[src/design/sib_pkg.sv]
// Purpose: constants, register map and types of the status indicator block
// Assumes: 250 MHz mclk, Avalon-MM byte addresses at four times the word index
// Notes: blink tables are in milliseconds, counted from a 1 ms tick
package sib_pkg;

  // clock and timing
  localparam int CLK_PERIOD_PS = 4000;
  localparam int TICK_MS = 1;
  localparam int TICK_CYCLES = (TICK_MS * 1000000000) / CLK_PERIOD_PS;
  localparam int ACT_HOLD_MS = 10;
  // one extra tick so a hold loaded mid-tick still spans the full time
  localparam logic [4:0] ACT_HOLD_LOAD = 5'(ACT_HOLD_MS / TICK_MS + 1);

  // register word indices; byte address is four times the index
  localparam logic [15:0] IDX_COMMON = 16'h40c1;
  localparam logic [15:0] IDX_BLINK_RATE = 16'h40c2;
  localparam logic [15:0] IDX_CONTROL = 16'h40c3;
  localparam logic [15:0] IDX_STATUS = 16'h40c4;

  // reset values
  localparam logic [15:0] RST_COMMON = 16'h0000;
  localparam logic [15:0] RST_BLINK_RATE = 16'hec75;
  localparam logic [15:0] RST_CONTROL = 16'h0310;

  // writable bits
  localparam logic [15:0] MASK_COMMON = 16'h0200;
  localparam logic [15:0] MASK_CONTROL = 16'hfffe;

  // field positions
  localparam int F_REVERSE_DUTY = 9;
  localparam int F_RATE_LSB = 0;
  localparam int F_FORCE_ENABLE = 15;
  localparam int F_FORCE_SEL_LSB = 13;
  localparam int F_ACT_INDEP = 12;
  localparam int F_FDX_ON = 11;
  localparam int F_HDX_ON = 10;
  localparam int F_TX_BLINK = 9;
  localparam int F_RX_BLINK = 8;
  localparam int F_TX_ON = 7;
  localparam int F_RX_ON = 6;
  localparam int F_FAST_ON = 5;
  localparam int F_SLOW_ON = 4;
  localparam int F_COL_BLINK = 3;
  localparam int F_FAST_BLINK = 2;
  localparam int F_SLOW_BLINK = 1;
  localparam int NUM_MODES = 4;

  typedef enum logic [1:0] {
    SIB_FORCE_OFF = 2'b00,
    SIB_FORCE_ON = 2'b01,
    SIB_FORCE_MODE1 = 2'b10,
    SIB_FORCE_MODE2 = 2'b11
  } sib_force_type;

  // link state from the rest of the phy, same clock domain
  typedef struct packed {
    logic link_up;
    logic speed_fast;
    logic full_duplex;
    logic collision;
    logic tx_active;
    logic rx_active;
  } sib_phy_status_type;

  // blink period in ms for a rate code
  function automatic logic [13:0] sib_period_ms(input logic [3:0] code);
    case (code)
      4'h0: sib_period_ms = 14'd10000;
      4'h1: sib_period_ms = 14'd9400;
      4'h2: sib_period_ms = 14'd8000;
      4'h3: sib_period_ms = 14'd7400;
      4'h4: sib_period_ms = 14'd6000;
      4'h5: sib_period_ms = 14'd4000;
      4'h6: sib_period_ms = 14'd4000;
      4'h7: sib_period_ms = 14'd3000;
      4'h8: sib_period_ms = 14'd2000;
      4'h9: sib_period_ms = 14'd1000;
      4'ha: sib_period_ms = 14'd500;
      4'hb: sib_period_ms = 14'd333;
      4'hc: sib_period_ms = 14'd250;
      4'hd: sib_period_ms = 14'd166;
      4'he: sib_period_ms = 14'd125;
      default: sib_period_ms = 14'd100;
    endcase
  endfunction : sib_period_ms

  // off time in ms at default duty polarity
  function automatic logic [13:0] sib_off_ms(input logic [3:0] code);
    case (code)
      4'h0: sib_off_ms = 14'd600;
      4'h1: sib_off_ms = 14'd658;
      4'h2: sib_off_ms = 14'd640;
      4'h3: sib_off_ms = 14'd666;
      4'h4: sib_off_ms = 14'd660;
      4'h5: sib_off_ms = 14'd320;
      4'h6: sib_off_ms = 14'd320;
      4'h7: sib_off_ms = 14'd330;
      4'h8: sib_off_ms = 14'd320;
      4'h9: sib_off_ms = 14'd160;
      4'ha: sib_off_ms = 14'd250;
      4'hb: sib_off_ms = 14'd166;
      4'hc: sib_off_ms = 14'd125;
      4'hd: sib_off_ms = 14'd83;
      4'he: sib_off_ms = 14'd62;
      default: sib_off_ms = 14'd50;
    endcase
  endfunction : sib_off_ms

endpackage : sib_pkg

[src/design/sib_blink_gen.sv]
// Purpose: one blink-rate generator, lit/dark phase for a 4-bit rate code
// Assumes: tick_ms is a one-cycle pulse every millisecond
// Notes: on phase comes first in each period
`timescale 1ns/1ps
module sib_blink_gen
  import sib_pkg::*;
(
  // clock and reset
  input wire logic mclk,
  input wire logic rst_n,
  // timing and setup
  input wire logic tick_ms,
  input wire logic [3:0] rate_code,
  input wire logic reverse_duty,
  // phase
  output logic phase_on
);

  logic [13:0] ms_cnt_r;
  logic [13:0] ms_cnt_nxt;
  logic phase_nxt;
  wire logic [13:0] period = sib_period_ms(rate_code);
  wire logic [13:0] off_time = sib_off_ms(rate_code);
  wire logic [13:0] on_time = reverse_duty ? off_time : period - off_time;
  // >= also recovers a count left high by a shorter newly written code
  wire logic wrap = ms_cnt_r >= period - 14'd1;

  assign ms_cnt_nxt = !tick_ms ? ms_cnt_r : (wrap ? 14'd0 : ms_cnt_r + 14'd1);
  assign phase_nxt = ms_cnt_nxt < on_time;

  always_ff @(posedge mclk or negedge rst_n) begin
    if (!rst_n) begin
      ms_cnt_r <= 14'd0;
      phase_on <= 1'b0;
    end else begin
      ms_cnt_r <= ms_cnt_nxt;
      phase_on <= phase_nxt;
    end
  end

endmodule : sib_blink_gen

[src/design/sib_indicator.sv]
// Purpose: second status indicator control with blink-rate selection
// Assumes: phy status inputs on mclk; Avalon-MM slave, byte addresses
// Notes: every access takes one wait cycle; unmapped reads return zero
`timescale 1ns/1ps
module sib_indicator
  import sib_pkg::*;
#(
  parameter int TICK_LEN = TICK_CYCLES
)
(
  // clock and reset
  input wire logic mclk,
  input wire logic rst_n,
  // register bus
  input wire logic [17:0] avs_address,
  input wire logic avs_read,
  input wire logic avs_write,
  input wire logic [31:0] avs_writedata,
  input wire logic [3:0] avs_byteenable,
  output logic [31:0] avs_readdata,
  output logic avs_waitrequest,
  // phy status
  input wire sib_phy_status_type phy_status,
  // indicator pin
  output logic indicator_on
);

  // the tick divider counter is only 20 bits wide
  if (TICK_LEN < 2 || TICK_LEN > 1000000) begin : g_bad_tick
    $error("sib_indicator: TICK_LEN out of range");
  end

  // register state
  logic [15:0] common_r;
  logic [15:0] blink_rate_r;
  logic [15:0] control_r;
  logic ack_r;
  logic [31:0] rdata_r;
  logic [19:0] tick_cnt_r;
  logic tick_r;
  logic [4:0] tx_hold_r;
  logic [4:0] rx_hold_r;
  logic indicator_nxt;
  logic [NUM_MODES-1:0] mode_phase;

  // bus decode
  wire logic [15:0] word_idx = avs_address[17:2];
  wire logic req = avs_read | avs_write;
  wire logic take = req & ack_r;
  wire logic [15:0] be_mask = {{8{avs_byteenable[1]}}, {8{avs_byteenable[0]}}};
  wire logic wr_common = take & avs_write & (word_idx == IDX_COMMON);
  wire logic wr_rate = take & avs_write & (word_idx == IDX_BLINK_RATE);
  wire logic wr_control = take & avs_write & (word_idx == IDX_CONTROL);

  // one wait cycle keeps the read mux off the address path
  assign avs_waitrequest = req & ~ack_r;
  assign avs_readdata = rdata_r;

  function automatic logic [15:0] merge(input logic [15:0] old_val,
                                        input logic [15:0] mask);
    merge = (old_val & ~mask) | (avs_writedata[15:0] & mask);
  endfunction : merge

  // field views
  wire logic reverse_duty = common_r[F_REVERSE_DUTY];
  wire logic force_enable = control_r[F_FORCE_ENABLE];
  wire sib_force_type force_select = sib_force_type'(control_r[F_FORCE_SEL_LSB +: 2]);
  wire logic activity_blink_independent = control_r[F_ACT_INDEP];
  wire logic full_duplex_on_enable = control_r[F_FDX_ON];
  wire logic half_duplex_on_enable = control_r[F_HDX_ON];
  wire logic transmit_blink_enable = control_r[F_TX_BLINK];
  wire logic receive_blink_enable = control_r[F_RX_BLINK];
  wire logic transmit_on_enable = control_r[F_TX_ON];
  wire logic receive_on_enable = control_r[F_RX_ON];
  wire logic fast_speed_on_enable = control_r[F_FAST_ON];
  wire logic slow_speed_on_enable = control_r[F_SLOW_ON];
  wire logic collision_blink_enable = control_r[F_COL_BLINK];
  wire logic fast_speed_blink_enable = control_r[F_FAST_BLINK];
  wire logic slow_speed_blink_enable = control_r[F_SLOW_BLINK];

  // status views
  wire logic link = phy_status.link_up;
  wire logic fast = phy_status.speed_fast;
  wire logic fdx = phy_status.full_duplex;
  wire logic tx_seen = phy_status.tx_active | (tx_hold_r != 5'd0);
  wire logic rx_seen = phy_status.rx_active | (rx_hold_r != 5'd0);

  // read data
  wire logic [15:0] status_word = {9'h000, rx_seen, tx_seen, mode_phase, indicator_on};
  wire logic [15:0] rd_word =
    (word_idx == IDX_COMMON) ? common_r :
    (word_idx == IDX_BLINK_RATE) ? blink_rate_r :
    (word_idx == IDX_CONTROL) ? control_r :
    (word_idx == IDX_STATUS) ? status_word : 16'h0000;

  // registers
  always_ff @(posedge mclk or negedge rst_n) begin
    if (!rst_n) begin
      common_r <= RST_COMMON;
      blink_rate_r <= RST_BLINK_RATE;
      control_r <= RST_CONTROL;
      ack_r <= 1'b0;
      rdata_r <= 32'h0000_0000;
    end else begin
      ack_r <= req & ~ack_r;
      if (req & ~ack_r & avs_read) begin
        rdata_r <= {16'h0000, rd_word};
      end
      if (wr_common) begin
        common_r <= merge(common_r, be_mask & MASK_COMMON);
      end
      if (wr_rate) begin
        blink_rate_r <= merge(blink_rate_r, be_mask);
      end
      if (wr_control) begin
        control_r <= merge(control_r, be_mask & MASK_CONTROL);
      end
    end
  end

  // millisecond tick divider
  always_ff @(posedge mclk or negedge rst_n) begin
    if (!rst_n) begin
      tick_cnt_r <= 20'h00000;
      tick_r <= 1'b0;
    end else begin
      tick_r <= tick_cnt_r == 20'(TICK_LEN - 1);
      tick_cnt_r <= (tick_cnt_r == 20'(TICK_LEN - 1)) ? 20'h00000 : tick_cnt_r + 20'h00001;
    end
  end

  // activity stretch: reload while active, count down on ticks
  always_ff @(posedge mclk or negedge rst_n) begin
    if (!rst_n) begin
      tx_hold_r <= 5'd0;
      rx_hold_r <= 5'd0;
    end else begin
      if (phy_status.tx_active) begin
        tx_hold_r <= ACT_HOLD_LOAD;
      end else if (tick_r && tx_hold_r != 5'd0) begin
        tx_hold_r <= tx_hold_r - 5'd1;
      end
      if (phy_status.rx_active) begin
        rx_hold_r <= ACT_HOLD_LOAD;
      end else if (tick_r && rx_hold_r != 5'd0) begin
        rx_hold_r <= rx_hold_r - 5'd1;
      end
    end
  end

  // one generator per blink mode, code nibbles high mode 0 to low mode 3
  for (genvar m = 0; m < NUM_MODES; m++) begin : g_mode
    sib_blink_gen u_gen (
      .mclk(mclk),
      .rst_n(rst_n),
      .tick_ms(tick_r),
      .rate_code(blink_rate_r[F_RATE_LSB + 4 * (NUM_MODES - 1 - m) +: 4]),
      .reverse_duty(reverse_duty),
      .phase_on(mode_phase[m])
    );
  end

  // steady-on terms
  wire logic on_duplex = link & ((full_duplex_on_enable & fdx)
                               | (half_duplex_on_enable & ~fdx));
  wire logic on_speed = link & ((fast_speed_on_enable & fast)
                              | (slow_speed_on_enable & ~fast));
  wire logic on_traffic = link & ((transmit_on_enable & tx_seen)
                                | (receive_on_enable & rx_seen));
  wire logic steady_on = on_duplex | on_speed | on_traffic;

  // activity blinks only when independent or a speed/duplex lamp is lit
  wire logic act_qualify = activity_blink_independent | on_duplex | on_speed;
  wire logic blink_traffic = link & act_qualify
                           & ((transmit_blink_enable & tx_seen)
                            | (receive_blink_enable & rx_seen));
  wire logic blink_other = link & ((collision_blink_enable & phy_status.collision)
                                 | (fast_speed_blink_enable & fast)
                                 | (slow_speed_blink_enable & ~fast));
  wire logic blink_active = blink_traffic | blink_other;

  // output selection
  always_comb begin
    indicator_nxt = 1'b0;
    if (force_enable) begin
      case (force_select)
        SIB_FORCE_OFF: indicator_nxt = 1'b0;
        SIB_FORCE_ON: indicator_nxt = 1'b1;
        SIB_FORCE_MODE1: indicator_nxt = mode_phase[1];
        SIB_FORCE_MODE2: indicator_nxt = mode_phase[2];
        default: indicator_nxt = 1'b0;
      endcase
    end else if (blink_active) begin
      indicator_nxt = mode_phase[2];
    end else begin
      indicator_nxt = steady_on;
    end
  end

  always_ff @(posedge mclk or negedge rst_n) begin
    if (!rst_n) begin
      indicator_on <= 1'b0;
    end else begin
      indicator_on <= indicator_nxt;
    end
  end

endmodule : sib_indicator

[config.mk]
export PLATFORM = sky130hd
export DESIGN_NAME = sib_indicator
export DESIGN_NICKNAME = d
export VERILOG_FILES = /design/src/design/sib_pkg.sv /design/src/design/sib_blink_gen.sv /design/src/design/sib_indicator.sv
export SDC_FILE = /design/constraint.sdc
export NUM_CORES = 1
export LEC_CHECK = 0
export ABC_AREA = 1
export BUFFER_PORTS_ARGS = -buffer_cell sky130_fd_sc_hd__buf_2
export CORE_MARGIN = 3
export CORE_UTILIZATION = 36
export DETAILED_ROUTE_END_ITERATION = 16
export GPL_TIMING_DRIVEN = 1
export PLACE_DENSITY_LB_ADDON = 0.25
export REMOVE_ABC_BUFFERS = 1
export SYNTH_ARGS = -nofsm -noshare
export SYNTH_HDL_FRONTEND = slang
export SYNTH_HIERARCHICAL = 1
export SYNTH_SLANG_ARGS = --single-unit
[constraint.sdc]
create_clock -name mclk -period 3.9 [get_ports mclk]
set_clock_uncertainty 0.2 [all_clocks]
set_input_delay 1.17 -clock mclk [delete_from_list [all_inputs] [get_ports mclk]]
set_output_delay 1.17 -clock mclk [all_outputs]
set_load 0.01 [all_outputs]
==> summary by stage <==
Synth
The synthesized flop and latch total is 141. The synthesized netlist devotes 5.367% of its cell area to XOR and XNOR gates. The Yosys step of the flow raised 6 warnings. After Yosys synthesis, full adders, half adders and majority gates account for 16.52% of the synthesized area. The part of the Yosys area used for sequential elements is 24.97%. The mux contribution to synthesized area is 0%. After synthesis, the largest family of logic cells by area is simple AND/OR/NAND/NOR gates. The synthesized netlist occupies a cell area of between 10000 and 15000 µm². The post-synthesis compound-gate area fraction is around an eighth. After synthesis, the netlist uses 55 different library cells. Counting flops with an async set or reset pin after synthesis yields a share of 100.0%. The synthesized netlist devotes approximately 30% of its cell area to simple gates. The predominant post-synthesis flop cell is dfrtp_1. The number of instances in the synthesized netlist is 2004. The synthesized area per cell is ~7.1 µm². In this run, synthesis inferred 0 flip-flops with an integrated enable.

Worst setup path
The setup slack on the worst flop-to-flop path is -150 ps. The required time of the critical path is 4070 ps. STA puts the critical path data arrival time at around 4200 ps.

For the worst flop-to-flop path, the logic depth is 25. The category of the critical setup timing path is reg2reg. The maximum cell stage delay along the critical path is 580 ps. The largest fanout on the critical path is 5. The most numerous cell on the critical path is buf_4. STA classifies the critical path endpoint as a flop. The slowest cell on the critical path is dfstp_2.

STA classifies the critical path startpoint as a flop. The reg-to-reg critical path endpoint is g_mode[1].u_gen/phase_on.

Cells and area
Leaving out fill and tap cells, the most frequent cell in the layout is nand2_1. After routing the design area is 19760 µm². Of the cells placed in the final design, the portion with a size suffix greater than 1 is 34.04%. The synthesis-to-layout area growth is 39.17%. The non-filler instance count after layout is 2939. In the layout the commonest cells are nand2_1, buf_4, inv_1. The net count of the finished layout is between 2000 and 3000. 0 antenna diodes ended up in the layout.

Route
Before antenna repair, the detailed router went through 6 iterations. Dividing the detail-routed via count by the number of cells gives 4.901. The detail route stage leaves a number of antenna-violating nets equal to 0. After detailed routing, the number of remaining DRC violations is 0. In the final routed layout, each cell accounts on average for 14.46 µm.

The number of DRC violations after detailed-routing iteration 0 is 807. The overall routed net length is 42500 µm. The number of vias in the routed layout is 14403.

Worst hold path
The source of the worst hold timing path is tick_cnt_r[0]. For hold timing, the worst endpoint is tick_cnt_r[0]. The class of the tightest hold or removal check is reg2reg. Counting instances, the worst hold path has a depth of 1.

STA
The final period demand of the worst path is 4054 ps. The final count of pins violating max slew came to 0. Setup repair after global routing could not meet its margin everywhere. The normalized max-slew margin is 52.38%. The final count of hold timing violations is 0. The upper clock frequency limit is around 250 MHz. The transition at the pin with the smallest max-transition slack is 711.7 ps. The total of endpoints with negative setup slack in the final report is 4.

The smallest setup slack after layout is -154.1 ps. The final critical path takes up 104.0% of the cycle.

Clock tree
TritonCTS built the clock tree. The clock insertion delay at the later pin of the skew report is 450 ps. For this design, the sink count on the clock tree is 141. The buffer type at the clock tree root is clkbuf_16. The maximum count of clock buffers along a single path is 2. CTS built an H-tree with a depth of 4.

Clock-pin slew was measured on the worst setup and hold paths at around 70 ps. The CTS buffer count is 17.

Global routing
Entering global routing, the biggest net connects 50 pins. The via count of the first global-routing pass is 14097. The global-route met2 utilization is 34.29%. The residual overflow from global routing is 0.

The met1 track demand over resource in global routing is a little over a quarter. The met3 usage is 2.876%. met2 is the most crowded layer. The number of antenna violations at the first check in global routing is 1. The global routing usage summed across all routing layers is 19.98%.

The global-route wire length before repair is 68190 µm.

Run status
The run finished, with violations left. The checks that failed: negative setup slack.

Floorplanning
The die width is 204.6 µm. The die covers 41860 µm². The area inside the core boundary is 38830 µm². For this design the top-level I/O count stands at 98. The effective utilization at floorplan is 36.57%. The initialized floorplan defines 72 standard-cell rows.

The vertical die dimension is 204.6 µm.

Placement
The placed instance area is 17070 µm². The number of cells in the design after placement is 2834. The weighted congestion at the end of routability-driven global placement is 0.9132.

The wire-length estimate of the detail-placed layout is 32940 µm. Port buffering added 61 buffers.

Pwr
Power spread over the standard cell area amounts to 171.0 nW/µm². The analysis attributes to cell leakage a power of 10.12 nW. The worst-case IR drop observed on VDD is approximately 270 µV.

Run
Across the run, the number of max-cap violations was 0.
-- worst max path at each step --
stage | from | end | slack (ps) | cells after the start
floorplan | flop | g_mode[3].u_gen/phase_on | -130 | 27
global placement | flop | g_mode[3].u_gen/phase_on | -380 | 27
detailed placement | flop | g_mode[1].u_gen/phase_on | -470 | 28
CTS | flop | g_mode[1].u_gen/phase_on | -220 | 29
global route | flop | g_mode[1].u_gen/phase_on | -360 | 27
finish | flop | g_mode[1].u_gen/phase_on | -150 | 25
-- report_power, final --
part / internal (mW) / switching [mW] / total [mW] / leakage (nW)
logic: 0.0423 / 0.107 / 0.149 / 7.97
registers: 1.48 / 0.00559 / 1.48 / 1.85
clock network: 1.08 / 0.664 / 1.75 / 0.297
-- area by class of cell --
| class | count | area [µm²] |
|---|---|---|
| Clock buffer | 21 | 450.4 |
| Clock inverter | 11 | 167.7 |
| Fill cell | 3702 | 19070 |
| Inverter | 282 | 1094 |
| Multi-Input combinational cell | 1552 | 10720 |
| Sequential cell | 141 | 3550 |
| Tap cell | 518 | 648.1 |
| Timing Repair Buffer | 414 | 3132 |
-- cells by family (layout without fill, tap and decap cells) --
group | count (synthesis) | count (layout)
AOI/OAI and AO/OA | 308 | 308
xor gates and xnor gates | 87 | 87
adders and majority gates | 185 | 185
buffers and inverters | 326 | 728
DFF | 141 | 141
other | 1 | 16
and+or+nand+nor | 956 | 956
-- per-stage QoR --
stage                     hold slack [ps]  TNS (ps)  power (mW)  utilization (%)  worst slack, ps
after CTS                           264.2    -815.1       3.432            48.31           -224.7
after global placement              246.9     -1412       1.655            43.96           -376.8
after detailed placement            256.9     -1687       1.659            43.96           -474.9
final                               259.2    -366.1       3.379            50.89           -154.1
after global routing                284.2     -1192       3.505            50.89           -360.5
after floorplan                     231.9    -221.5       1.573                -           -133.6
-- routing by layer --
| layer | share of wire (%) | wire length (µm) | vias up |
|---|---|---|---|
| met5 | 0.031 | 13 | - |
| met4 | 1.8 | 765 | 2 |
| met3 | 3.5 | 1472 | 60 |
| met2 | 48 | 20500 | 260 |
| met1 | 46 | 19750 | 6730 |
| li1 | - | - | 7351 |
-- synthesized netlist by cell type (all sizes together), types with 9 or more instances --
| master | n | area, µm² |
|---|---|---|
| inv | 278 | 1044 |
| xor2 | 66 | 578.1 |
| buf | 31 | 236.5 |
| o22ai | 13 | 93.84 |
| nor3 | 39 | 235.2 |
| nand2 | 513 | 1968 |
| o21ai | 113 | 663.1 |
| nand4 | 29 | 196.4 |
| nor2 | 237 | 967.2 |
| dfstp | 13 | 341.6 |
| o31ai | 9 | 67.56 |
| nand3 | 104 | 595.6 |
| dfrtp | 128 | 3203 |
| ha | 181 | 2265 |
| clkbuf | 13 | 50.04 |
| a31oi | 16 | 100.1 |
| or2 | 11 | 68.81 |
| a21oi | 115 | 575.6 |
| nor4 | 14 | 250.2 |
| xnor2 | 21 | 183.9 |
-- what timing repair did --
item                                    in CTS  in global routing
hold buffers                                 0                  0
setup buffers                               54                 23
cloned                                       0                  3
endpoints found under the setup margin       4                  4
gates resized for setup                    178                189
pin swaps                                   95                132
hold endpoints to repair                     0                  0
-- worst max-delay path: cells and delay by family (launching register included) --
| kind | cells | cell delay, ps |
|---|---|---|
| buf+inv | 8 | 960 |
| simple gates | 10 | 970 |
| compound gates | 4 | 600 |
| flops | 1 | 580 |
| xor+xnor | 1 | 130 |
| fa+ha+maj | 2 | 560 |
Note: power is estimated with default switching activity, not from simulation.
